$ cat src/hdl/ioa_defines.svh
/*
  Offsets, field positions, reset values and command codes of the
  io read / accumulator / compare command interpreter.
  Assumes a byte-addressed APB slave with 32-bit words.
*/
`ifndef IOA_DEFINES_SVH
`define IOA_DEFINES_SVH

`define IOA_OFF_CTRL 8'h00
`define IOA_OFF_CMD 8'h04
`define IOA_OFF_VALUE 8'h08
`define IOA_OFF_STATUS 8'h0c
`define IOA_OFF_RPL_HDR 8'h10
`define IOA_OFF_RPL_VAL 8'h14
`define IOA_OFF_RPL_SUM 8'h18
`define IOA_OFF_ACC 8'h1c

`define IOA_CTRL_GO 0
`define IOA_CTRL_STANDALONE 1
`define IOA_STAT_DONE 0
`define IOA_STAT_BUSY 1
`define IOA_STAT_FLAGS 8

`define IOA_HOST_ADDR_RST 8'h02
`define IOA_MODULE_ADDR_RST 8'h01

`define IOA_OP_SET_OUT 8'h0e
`define IOA_OP_READ_IO 8'h0f
`define IOA_OP_ACCUMULATE_CMD_A 8'h13
`define IOA_OP_COMP 8'h14
`define IOA_OP_JUMP 8'h15

`define IOA_ST_OK 8'h64
`define IOA_ST_BAD_SUM 8'h01
`define IOA_ST_BAD_CMD 8'h02
`define IOA_ST_BAD_TYPE 8'h03
`define IOA_ST_BAD_VAL 8'h04

`define IOA_BANK_DIG 8'h00
`define IOA_BANK_ANA 8'h01
`define IOA_BANK_OUT 8'h02
`define IOA_PORT_ALL 8'hff
`define IOA_PORT_VOLT 8'h08
`define IOA_PORT_TEMP 8'h09

`endif

$ cat src/hdl/ioa_pkg.sv
/*
  Types of the command interpreter: sequencing states, calculate
  operations and jump conditions.
  Assumes nothing of its surroundings.
*/
package ioa_pkg;

  typedef enum logic [1:0]
  {
    IOA_IDLE = 2'b00,
    IOA_EXEC = 2'b01,
    IOA_REPLY = 2'b11
  } ioa_state_e;

  typedef enum logic [7:0]
  {
    IOA_ADD = 8'h00,
    IOA_SUB = 8'h01,
    IOA_MUL = 8'h02,
    IOA_DIV = 8'h03,
    IOA_MOD = 8'h04,
    IOA_AND = 8'h05,
    IOA_OR = 8'h06,
    IOA_XOR = 8'h07,
    IOA_NOT = 8'h08,
    IOA_LOAD = 8'h09
  } ioa_accumulate_cmd_a_e;

  typedef enum logic [7:0]
  {
    IOA_JZE = 8'h00,
    IOA_JNZ = 8'h01,
    IOA_JEQ = 8'h02,
    IOA_JNE = 8'h03,
    IOA_JGT = 8'h04,
    IOA_JGE = 8'h05,
    IOA_JLT = 8'h06,
    IOA_JLE = 8'h07
  } ioa_cond_e;

endpackage

$ cat src/hdl/ioa_core.sv
/*
  Command interpreter for the read-io, calculate, compare, set-output
  and conditional-jump commands, reached over APB.
  Assumes pins input_line_* are asynchronous; analog, voltage and
  temperature words come from converters on the same clock.
*/
// The implementer's own choices: the placing of the registers and the APB slave port.
`timescale 1ns/10ps
`default_nettype none
`include "ioa_defines.svh"

// Notes on behaviour
// - Bank 0 ports 0-2 return input bit
// - Digital and analog reads are independent
// - Port 255 bank 0 loads input vector
// - Bank 1 port 0 returns analog value
// - Bank 1 port 8 returns supply tenths
// - Bank 1 port 9 returns temperature
// - Bank 2 port 0 returns driven output state
// - Calculate types 0-4 arithmetic operations
// - Calculate types 5-7 bitwise logic
// - Type 8 inverts, type 9 loads
// - Calculate result written to accumulator
// - Calculate answers status 100
// - Opcode 20 compares with value field
// - Compare leaves accumulator unchanged
// - Compare updates zero, equal, order flags
// - Analog 12-bit unsigned, digital 0/1
// - Read-io to accumulator only standalone or bank 0 port 255
// - Jump conditions use last compare flags
module ioa_core #(
  parameter int ADC_W = 12,
  parameter int SUP_W = 16,
  parameter int TEMP_W = 16
) (
  input wire logic clk,
  input wire logic resetn,
  input wire logic psel,
  input wire logic penable,
  input wire logic pwrite,
  input wire logic [7:0] paddr,
  input wire logic [31:0] pwdata,
  output logic [31:0] prdata,
  output logic pready,
  output logic pslverr,
  input wire logic input_line_zero,
  input wire logic input_line_one,
  input wire logic input_line_two,
  input wire logic [ADC_W-1:0] analog_line_zero,
  input wire logic [SUP_W-1:0] supply_tenths,
  input wire logic signed [TEMP_W-1:0] temperature_c,
  output logic output_line_zero
);

  function automatic logic [7:0] byte_sum(input logic [31:0] w);
    byte_sum = w[31:24] + w[23:16] + w[15:8] + w[7:0];
  endfunction

  logic [2:0] in_meta_ff;
  logic [2:0] in_sync_ff;
  logic pready_ff;
  logic pslverr_ff;
  logic [31:0] prdata_ff;
  logic standalone_ff;
  logic [7:0] host_addr_ff;
  logic [7:0] module_addr_ff;
  logic [31:0] cmd_ff;
  logic [31:0] value_ff;
  logic done_ff;
  ioa_pkg::ioa_state_e state_ff;
  logic signed [31:0] acc_ff;
  logic flag_zero_ff;
  logic flag_eq_ff;
  logic flag_gt_ff;
  logic flag_lt_ff;
  logic out_ff;
  logic [7:0] rpl_status_ff;
  logic [7:0] rpl_op_ff;
  logic [31:0] rpl_val_ff;
  logic [7:0] rpl_sum_ff;

  logic acc_wr;
  logic go_wr;
  logic [7:0] cmd_op;
  logic [7:0] cmd_type;
  logic [7:0] cmd_bank;
  logic [7:0] cmd_sum;
  logic sum_ok;
  logic [7:0] nxt_status;
  logic [31:0] nxt_val;
  logic signed [31:0] nxt_acc;
  logic nxt_acc_en;
  logic nxt_flags_en;
  logic nxt_out_en;
  logic cond_met;

  assign acc_wr = psel && penable && pready_ff && pwrite;
  assign go_wr = acc_wr && (paddr == `IOA_OFF_CTRL) &&
                 pwdata[`IOA_CTRL_GO] && (state_ff == ioa_pkg::IOA_IDLE);
  assign cmd_op = cmd_ff[7:0];
  assign cmd_type = cmd_ff[15:8];
  assign cmd_bank = cmd_ff[23:16];
  assign cmd_sum = cmd_ff[31:24];
  assign sum_ok = (module_addr_ff + cmd_op + cmd_type + cmd_bank +
                   byte_sum(value_ff)) == cmd_sum;

  assign prdata = prdata_ff;
  assign pready = pready_ff;
  assign pslverr = pslverr_ff;
  assign output_line_zero = out_ff;

  // Pins pass two flops; analog words are read directly
  always_ff @(posedge clk)
  begin
    if (!resetn)
    begin
      in_meta_ff <= 3'h0;
      in_sync_ff <= 3'h0;
    end
    else
    begin
      in_meta_ff <= {input_line_two, input_line_one, input_line_zero};
      in_sync_ff <= in_meta_ff;
    end
  end

  // One wait state on every access
  always_ff @(posedge clk)
  begin
    if (!resetn)
    begin
      pready_ff <= 1'b0;
      pslverr_ff <= 1'b0;
      prdata_ff <= 32'h0;
    end
    else
    begin
      pready_ff <= psel && penable && !pready_ff;
      pslverr_ff <= 1'b0;
      prdata_ff <= 32'h0;
      if (psel && penable && !pready_ff)
      begin
        case (paddr)
          `IOA_OFF_CTRL:
            prdata_ff <= {8'h00, host_addr_ff, module_addr_ff, 6'h00,
                          standalone_ff, 1'b0};
          `IOA_OFF_CMD: prdata_ff <= cmd_ff;
          `IOA_OFF_VALUE: prdata_ff <= value_ff;
          `IOA_OFF_STATUS:
            prdata_ff <= {20'h0, flag_lt_ff, flag_gt_ff, flag_eq_ff,
                          flag_zero_ff, 6'h00,
                          state_ff != ioa_pkg::IOA_IDLE, done_ff};
          `IOA_OFF_RPL_HDR:
            prdata_ff <= {host_addr_ff, module_addr_ff, rpl_status_ff,
                          rpl_op_ff};
          `IOA_OFF_RPL_VAL: prdata_ff <= rpl_val_ff;
          `IOA_OFF_RPL_SUM: prdata_ff <= {24'h0, rpl_sum_ff};
          `IOA_OFF_ACC: prdata_ff <= acc_ff;
          default: pslverr_ff <= 1'b1;
        endcase
      end
    end
  end

  // Software-written configuration and command frame
  always_ff @(posedge clk)
  begin
    if (!resetn)
    begin
      standalone_ff <= 1'b0;
      host_addr_ff <= `IOA_HOST_ADDR_RST;
      module_addr_ff <= `IOA_MODULE_ADDR_RST;
      cmd_ff <= 32'h0;
      value_ff <= 32'h0;
    end
    else if (acc_wr)
    begin
      case (paddr)
        `IOA_OFF_CTRL:
        begin
          standalone_ff <= pwdata[`IOA_CTRL_STANDALONE];
          module_addr_ff <= pwdata[15:8];
          host_addr_ff <= pwdata[23:16];
        end
        `IOA_OFF_CMD: cmd_ff <= pwdata;
        `IOA_OFF_VALUE: value_ff <= pwdata;
        default: ;
      endcase
    end
  end

  // Sequencer: accept, execute, build reply
  always_ff @(posedge clk)
  begin
    if (!resetn)
      state_ff <= ioa_pkg::IOA_IDLE;
    else
    begin
      case (state_ff)
        ioa_pkg::IOA_IDLE:
          if (go_wr)
            state_ff <= ioa_pkg::IOA_EXEC;
        ioa_pkg::IOA_EXEC: state_ff <= ioa_pkg::IOA_REPLY;
        ioa_pkg::IOA_REPLY: state_ff <= ioa_pkg::IOA_IDLE;
        default: state_ff <= ioa_pkg::IOA_IDLE;
      endcase
    end
  end

  // Done is set at reply end; set beats a write-one clear
  always_ff @(posedge clk)
  begin
    if (!resetn)
      done_ff <= 1'b0;
    else if (state_ff == ioa_pkg::IOA_REPLY)
      done_ff <= 1'b1;
    else if (acc_wr && paddr == `IOA_OFF_STATUS && pwdata[`IOA_STAT_DONE])
      done_ff <= 1'b0;
  end

  always_comb
  begin
    case (ioa_pkg::ioa_cond_e'(cmd_type))
      ioa_pkg::IOA_JZE: cond_met = flag_zero_ff;
      ioa_pkg::IOA_JNZ: cond_met = !flag_zero_ff;
      ioa_pkg::IOA_JEQ: cond_met = flag_eq_ff;
      ioa_pkg::IOA_JNE: cond_met = !flag_eq_ff;
      ioa_pkg::IOA_JGT: cond_met = flag_gt_ff;
      ioa_pkg::IOA_JGE: cond_met = flag_gt_ff || flag_eq_ff;
      ioa_pkg::IOA_JLT: cond_met = flag_lt_ff;
      ioa_pkg::IOA_JLE: cond_met = flag_lt_ff || flag_eq_ff;
      default: cond_met = 1'b0;
    endcase
  end

  // Command execution
  always_comb
  begin
    nxt_status = `IOA_ST_OK;
    nxt_val = 32'h0;
    nxt_acc = acc_ff;
    nxt_acc_en = 1'b0;
    nxt_flags_en = 1'b0;
    nxt_out_en = 1'b0;
    if (!sum_ok)
      nxt_status = `IOA_ST_BAD_SUM;
    else
    begin
      case (cmd_op)
        `IOA_OP_READ_IO:
        begin
          case (cmd_bank)
            `IOA_BANK_DIG:
              if (cmd_type == `IOA_PORT_ALL)
              begin
                nxt_val = {29'h0, in_sync_ff};
                nxt_acc_en = 1'b1;
              end
              else if (cmd_type < 8'h03)
                nxt_val = {31'h0, in_sync_ff[cmd_type[1:0]]};
              else
                nxt_status = `IOA_ST_BAD_TYPE;
            `IOA_BANK_ANA:
              if (cmd_type == 8'h00)
                nxt_val = {{(32-ADC_W){1'b0}}, analog_line_zero};
              else if (cmd_type == `IOA_PORT_VOLT)
                nxt_val = {{(32-SUP_W){1'b0}}, supply_tenths};
              else if (cmd_type == `IOA_PORT_TEMP)
                nxt_val = 32'(temperature_c);
              else
                nxt_status = `IOA_ST_BAD_TYPE;
            `IOA_BANK_OUT:
              if (cmd_type == 8'h00)
                nxt_val = {31'h0, out_ff};
              else
                nxt_status = `IOA_ST_BAD_TYPE;
            default: nxt_status = `IOA_ST_BAD_VAL;
          endcase
          nxt_acc = nxt_val;
          if (standalone_ff && nxt_status == `IOA_ST_OK)
            nxt_acc_en = 1'b1;
          if (nxt_status != `IOA_ST_OK)
            nxt_acc_en = 1'b0;
        end
        `IOA_OP_ACCUMULATE_CMD_A:
        begin
          nxt_acc_en = 1'b1;
          nxt_val = value_ff;
          case (ioa_pkg::ioa_accumulate_cmd_a_e'(cmd_type))
            ioa_pkg::IOA_ADD: nxt_acc = acc_ff + $signed(value_ff);
            ioa_pkg::IOA_SUB: nxt_acc = acc_ff - $signed(value_ff);
            ioa_pkg::IOA_MUL: nxt_acc = acc_ff * $signed(value_ff);
            ioa_pkg::IOA_DIV, ioa_pkg::IOA_MOD:
              if (value_ff == 32'h0)
              begin
                nxt_status = `IOA_ST_BAD_VAL;
                nxt_acc_en = 1'b0;
              end
              else if (cmd_type == 8'h03)
                nxt_acc = acc_ff / $signed(value_ff);
              else
                nxt_acc = acc_ff % $signed(value_ff);
            ioa_pkg::IOA_AND: nxt_acc = acc_ff & value_ff;
            ioa_pkg::IOA_OR: nxt_acc = acc_ff | value_ff;
            ioa_pkg::IOA_XOR: nxt_acc = acc_ff ^ value_ff;
            ioa_pkg::IOA_NOT: nxt_acc = ~acc_ff;
            ioa_pkg::IOA_LOAD: nxt_acc = value_ff;
            default:
            begin
              nxt_status = `IOA_ST_BAD_TYPE;
              nxt_acc_en = 1'b0;
            end
          endcase
        end
        `IOA_OP_COMP:
        begin
          nxt_flags_en = 1'b1;
          nxt_val = value_ff;
        end
        `IOA_OP_JUMP:
          if (cmd_type < 8'h08)
            nxt_val = {31'h0, cond_met};
          else
            nxt_status = `IOA_ST_BAD_TYPE;
        `IOA_OP_SET_OUT:
          if (cmd_bank == `IOA_BANK_OUT && cmd_type == 8'h00)
            nxt_out_en = 1'b1;
          else
            nxt_status = `IOA_ST_BAD_TYPE;
        default: nxt_status = `IOA_ST_BAD_CMD;
      endcase
    end
  end

  // Accumulator, flags and output change only in the execute cycle
  always_ff @(posedge clk)
  begin
    if (!resetn)
      acc_ff <= 32'sh0;
    else if (state_ff == ioa_pkg::IOA_EXEC && nxt_acc_en)
      acc_ff <= nxt_acc;
  end

  always_ff @(posedge clk)
  begin
    if (!resetn)
    begin
      flag_zero_ff <= 1'b0;
      flag_eq_ff <= 1'b0;
      flag_gt_ff <= 1'b0;
      flag_lt_ff <= 1'b0;
    end
    else if (state_ff == ioa_pkg::IOA_EXEC && nxt_flags_en)
    begin
      flag_zero_ff <= (acc_ff - $signed(value_ff)) == 32'sh0;
      flag_eq_ff <= acc_ff == $signed(value_ff);
      flag_gt_ff <= acc_ff > $signed(value_ff);
      flag_lt_ff <= acc_ff < $signed(value_ff);
    end
  end

  always_ff @(posedge clk)
  begin
    if (!resetn)
      out_ff <= 1'b0;
    else if (state_ff == ioa_pkg::IOA_EXEC && nxt_out_en)
      out_ff <= value_ff[0];
  end

  // Reply fields, checksum formed one cycle after execution
  always_ff @(posedge clk)
  begin
    if (!resetn)
    begin
      rpl_status_ff <= 8'h00;
      rpl_op_ff <= 8'h00;
      rpl_val_ff <= 32'h0;
      rpl_sum_ff <= 8'h00;
    end
    else if (state_ff == ioa_pkg::IOA_EXEC)
    begin
      rpl_status_ff <= nxt_status;
      rpl_op_ff <= cmd_op;
      rpl_val_ff <= nxt_val;
    end
    else if (state_ff == ioa_pkg::IOA_REPLY)
      rpl_sum_ff <= host_addr_ff + module_addr_ff + rpl_status_ff +
                    rpl_op_ff + byte_sum(rpl_val_ff);
  end

endmodule

`default_nettype wire

$ cat config.mk
export PLATFORM = sky130hd
export DESIGN_NAME = ioa_core
export DESIGN_NICKNAME = d
export VERILOG_FILES = /design/src/hdl/ioa_pkg.sv /design/src/hdl/ioa_core.sv
export VERILOG_INCLUDE_DIRS = /design/src /design/src/hdl
export SDC_FILE = /design/constraint.sdc
export NUM_CORES = 2
export LEC_CHECK = 0
export BUFFER_PORTS_ARGS = -buffer_cell sky130_fd_sc_hd__buf_2
export CAP_MARGIN = 15
export CORE_MARGIN = 5
export CORE_UTILIZATION = 40
export DETAILED_ROUTE_END_ITERATION = 6
export GPL_TIMING_DRIVEN = 0
export PLACE_DENSITY = 0.66
export SYNTH_ARGS = -nofsm -noshare
export SYNTH_HDL_FRONTEND = slang
export SYNTH_SLANG_ARGS = --single-unit
$ cat constraint.sdc
create_clock -name clk -period 167.8 [get_ports clk]
set_input_delay 0 -clock clk [delete_from_list [all_inputs] [get_ports clk]]
set_output_delay 0 -clock clk [all_outputs]
set_load 0.05 [all_outputs]
==> Flow_metrics.wiki <==
{| class="wikitable"
! Metric !! Value
|-
| Number of standard-cell rows in the floorplan || 150
|-
| Multiplexer area fraction after synthesis || 0.0161
|-
| Remaining global-route overflow || 0
|-
| CP max stage delay || around 1100 ps
|-
| Count of pins over their slew limit || 0
|-
| Normalized max-slew margin || 0.0359
|-
| Number of flops mapped to enable cells by yosys || 0
|-
| Transition time at the pin with the least slew margin || ~1400 ps
|-
| Per-cell via count in the routed design || 6.57
|-
| TritonCTS Sinks || about 210
|-
| Cell with the largest stage delay on the worst path || sky130_fd_sc_hd__nor4b_1
|-
| Initial Utilization || 0.403
|-
| Estimated wirelength of the detail-placed design || a little over 300000 µm
|-
| Top-level port count || 127
|-
| Fraction of final layout cells sized beyond drive strength 1 || 0.0487
|-
| Total number of vias || just under 80k
|-
| Synth-to-Final Area Change || 9.08%
|-
| Number of antenna violations at the first check in global routing || 15
|-
| TNS Setup || 0 ps
|-
| Path category of the worst min-delay check || input pin to register
|-
| Crit start category || register
|-
| Proportion of register bits with asynchronous set or reset after synthesis || 0
|-
| Portion of the post-synthesis area used by sequential elements || 0.0631
|-
| Root Buffer Master || sky130_fd_sc_hd__clkbuf_16
|-
| Largest driver fanout on the critical path || 30
|-
| Count of synthesis-stage warnings from yosys || 0
|-
| Clock edge transition at the registers on the reported setup and hold paths || 70 ps
|-
| Failing checks || DRC
|-
| DRT antenna net count || 0
|-
| Cells after Synth || 9455
|-
| Setup slack, reg-to-reg || 47270 ps
|-
| Nets in the synthesized netlist || between 10k and 15k
|-
| Post-Synth Adder-Cell Area || 0.292
|-
| Time the worst path needs with I/O delays and setup || about 120000 ps
|-
| Classification of the worst setup path || register to register
|-
| All-layer global routing usage || 0.400
|-
| Dominant combinational cell family by area after synthesis || adder cells
|-
| Critical path capture point type || register
|-
| Total standard cell area after synthesis || a little under 70000 µm²
|-
| Count of buffers from port buffering || around 120
|-
| Global-route wire length before repair || 527000 µm
|-
| Top-area cell type share of the netlist area || 0.148
|-
| Via count of the first global-routing pass || ~75k
|-
| Final-stage net count || roughly 11k
|-
| Maximum capacitance violations || 0
|-
| Data arrival time at the worst-slack endpoint || about 120000 ps
|-
| Die W || between 400 and 500 µm
|-
| FF+latch count, synth || 213
|-
| Result of the run || finished, violations left
|-
| Area share of xor/xnor cells in the synthesized design || 0.0859
|-
| Post-synthesis simple-gate area fraction || 0.220
|-
| Fraction of the mapped netlist area in compound gates || 0.249
|-
| Number of cells in the finished layout apart from fillers || 12.0k
|-
| Largest clock skew in the final design || 19.4 ps
|-
| Most common cell after layout, fill and taps aside || sky130_fd_sc_hd__nand2_1
|-
| Clk buf depth || 3
|-
| Clock latency at the later pin of the worst-skew pair || between 600 and 700 ps
|-
| Weighted congestion reported at the end of routability-driven placement || roughly 1.2
|-
| Number of DRC markers after the initial detailed-route iteration || 10.4k
|-
| Setup Viol. Count Final || 0
|-
| Post-CTS repair timing setup buffer count || 0
|-
| Total wire length || about 370000 µm
|-
| Pin count of the biggest net entering global routing || 31
|-
| Unique cell type count in the Yosys netlist || 97
|-
| Dpl cells || roughly 12k
|-
| Mean area per synthesized cell || 7.15 µm²
|-
| Setup repair after global routing missed its margin || no
|-
| CP Data Required Time || roughly 170000 ps
|-
| Fill cell total of the finished layout || 17.3k
|-
| Most common cell type on the critical path || sky130_fd_sc_hd__clkbuf_1
|-
| CTS H-tree depth || 1
|-
| Commonest cells after routing, fill and taps aside || 1230 x sky130_fd_sc_hd__nand2_1, 948 x sky130_fd_sc_hd__nor2_1, 847 x sky130_fd_sc_hd__inv_1
|-
| Final worst path period share || 0.718
|-
| Most used flip-flop cell after synthesis || sky130_fd_sc_hd__dfxtp_1
|-
| Cell type with the highest aggregate area in the netlist || sky130_fd_sc_hd__ha_1
|-
| Detail-routed net length per standard cell || 31.3 µm
|-
| Area of the core region || approximately 170000 µm²
|-
| F_max || between 8 and 9 MHz
|-
| DRC violations left || 2
|-
| Clock buffers created by TritonCTS || 27
|-
| Leading post-synthesis cells by cell area || sky130_fd_sc_hd__ha_1 15%, sky130_fd_sc_hd__fa_1 14%, sky130_fd_sc_hd__nand2_1 6.8%, sky130_fd_sc_hd__dfxtp_1 6.3%, sky130_fd_sc_hd__a21oi_1 6.2%
|-
| Endpoints failing hold || 0
|-
| Length of the first detailed-routing pass in iterations || 7
|-
| Die span in y || between 400 and 500 µm
|-
| DIE AREA || between 150000 and 200000 µm²
|-
| Clock tree from TritonCTS || built
|}
==> metrics by stage <==
stage | hold WS, ps | util | worst slack [ps] | area (µm²)
6_report | 72.3 | 0.440 | 47270 | 73700
5_1_grt | 131 | 0.440 | 44430 | 73700
4_1_cts | 51.1 | 0.439 | 53410 | 73500
3_5_place_dp | 239 | 0.431 | 53780 | 72200
3_3_place_gp | 217 | 0.423 | 48960 | 71000
2_1_floorplan | 124 | - | 88390 | 67600
==> sequential cells by signal, indices dropped and copies added, names as in the netlist, 2 cells and up <==
register	count
state_ff	2
in_meta_ff	3
value_ff	32
in_sync_ff	3
host_addr_ff	8
cmd_ff	32
rpl_sum_ff	8
rpl_op_ff	8
rpl_status_ff	4
rpl_val_ff	32
prdata	32
module_addr_ff	8
acc_ff	32
==> layout make-up <==
class | count | area (µm²) | area share
tap | 2204 | 2760 | 0.0374
inverter | 864 | 3240 | 0.0440
timing repair buffer | 251 | 2190 | 0.0297
antenna | 15 | 37.5 | 0.000509
clock buffer | 29 | 703 | 0.00954
multi-input combinational | 7903 | 58500 | 0.793
sequential | 213 | 4260 | 0.0578
buffer | 475 | 1810 | 0.0246
clock inverter | 20 | 226 | 0.00307
==> cell usage after synthesis (all sizes together) (80+ instances only) <==
master	count
a211oi	82
a22oi	105
a31oi	128
clkbuf	373
nand3	224
o21ai	405
xnor2	462
fa	487
nand2	1230
dfxtp	213
a21o	191
nand4	80
nor2	949
ha	798
o21a	109
nor3	206
inv	851
xor2	201
a21oi	838
buf	102
==> final timing paths <==
| check | startpoint | to | depth (start not counted) |
|---|---|---|---|
| min | paddr[0] | prdata[0] | 5 |
| max | value_ff[0] | acc_ff[26] | 353 |
| min reg2reg | in_meta_ff[0] | in_sync_ff[0] | 1 |
| max reg2reg | value_ff[0] | acc_ff[26] | 353 |
==> logic make-up after synthesis <==
kind of cell               count (synthesis)
and+or+nand+nor                         3271
AOI/OAI and AO/OA                       2582
buffers and inverters                   1339
adders and majority gates               1285
xor gates and xnor gates                 663
DFF                                      213
muxes                                    102
==> routing by layer <==
| layer | part of all wire | up-vias | global-route usage |
|---|---|---|---|
| met4 | 0.094 | 10 | 0.295 |
| met2 | 0.41 | 5429 | 0.599 |
| met3 | 0.12 | 1521 | 0.111 |
| li1 | - | 33700 | - |
| met1 | 0.37 | 37900 | 0.491 |
| met5 | 0.00018 | - | 0 |
==> worst max-delay path, delay by kind of cell (launching register included) <==
family,cells,cell delay (ps)
flops,1,820
buf+inv,65,31830
simple gates,117,31820
compound gates,129,40500
mux,7,2570
xor+xnor,2,1100
fa+ha+maj,33,11160
==> what timing repair did <==
item | CTS | global route
setup endpoints to repair | 0 | 0
hold buffers | 42 | 0
hold endpoints to repair | 90 | 0
resized for setup | 0 | 0
Power is not shown: default switching activity piles up to over one toggle a cycle in this logic, so the estimate is an artifact.
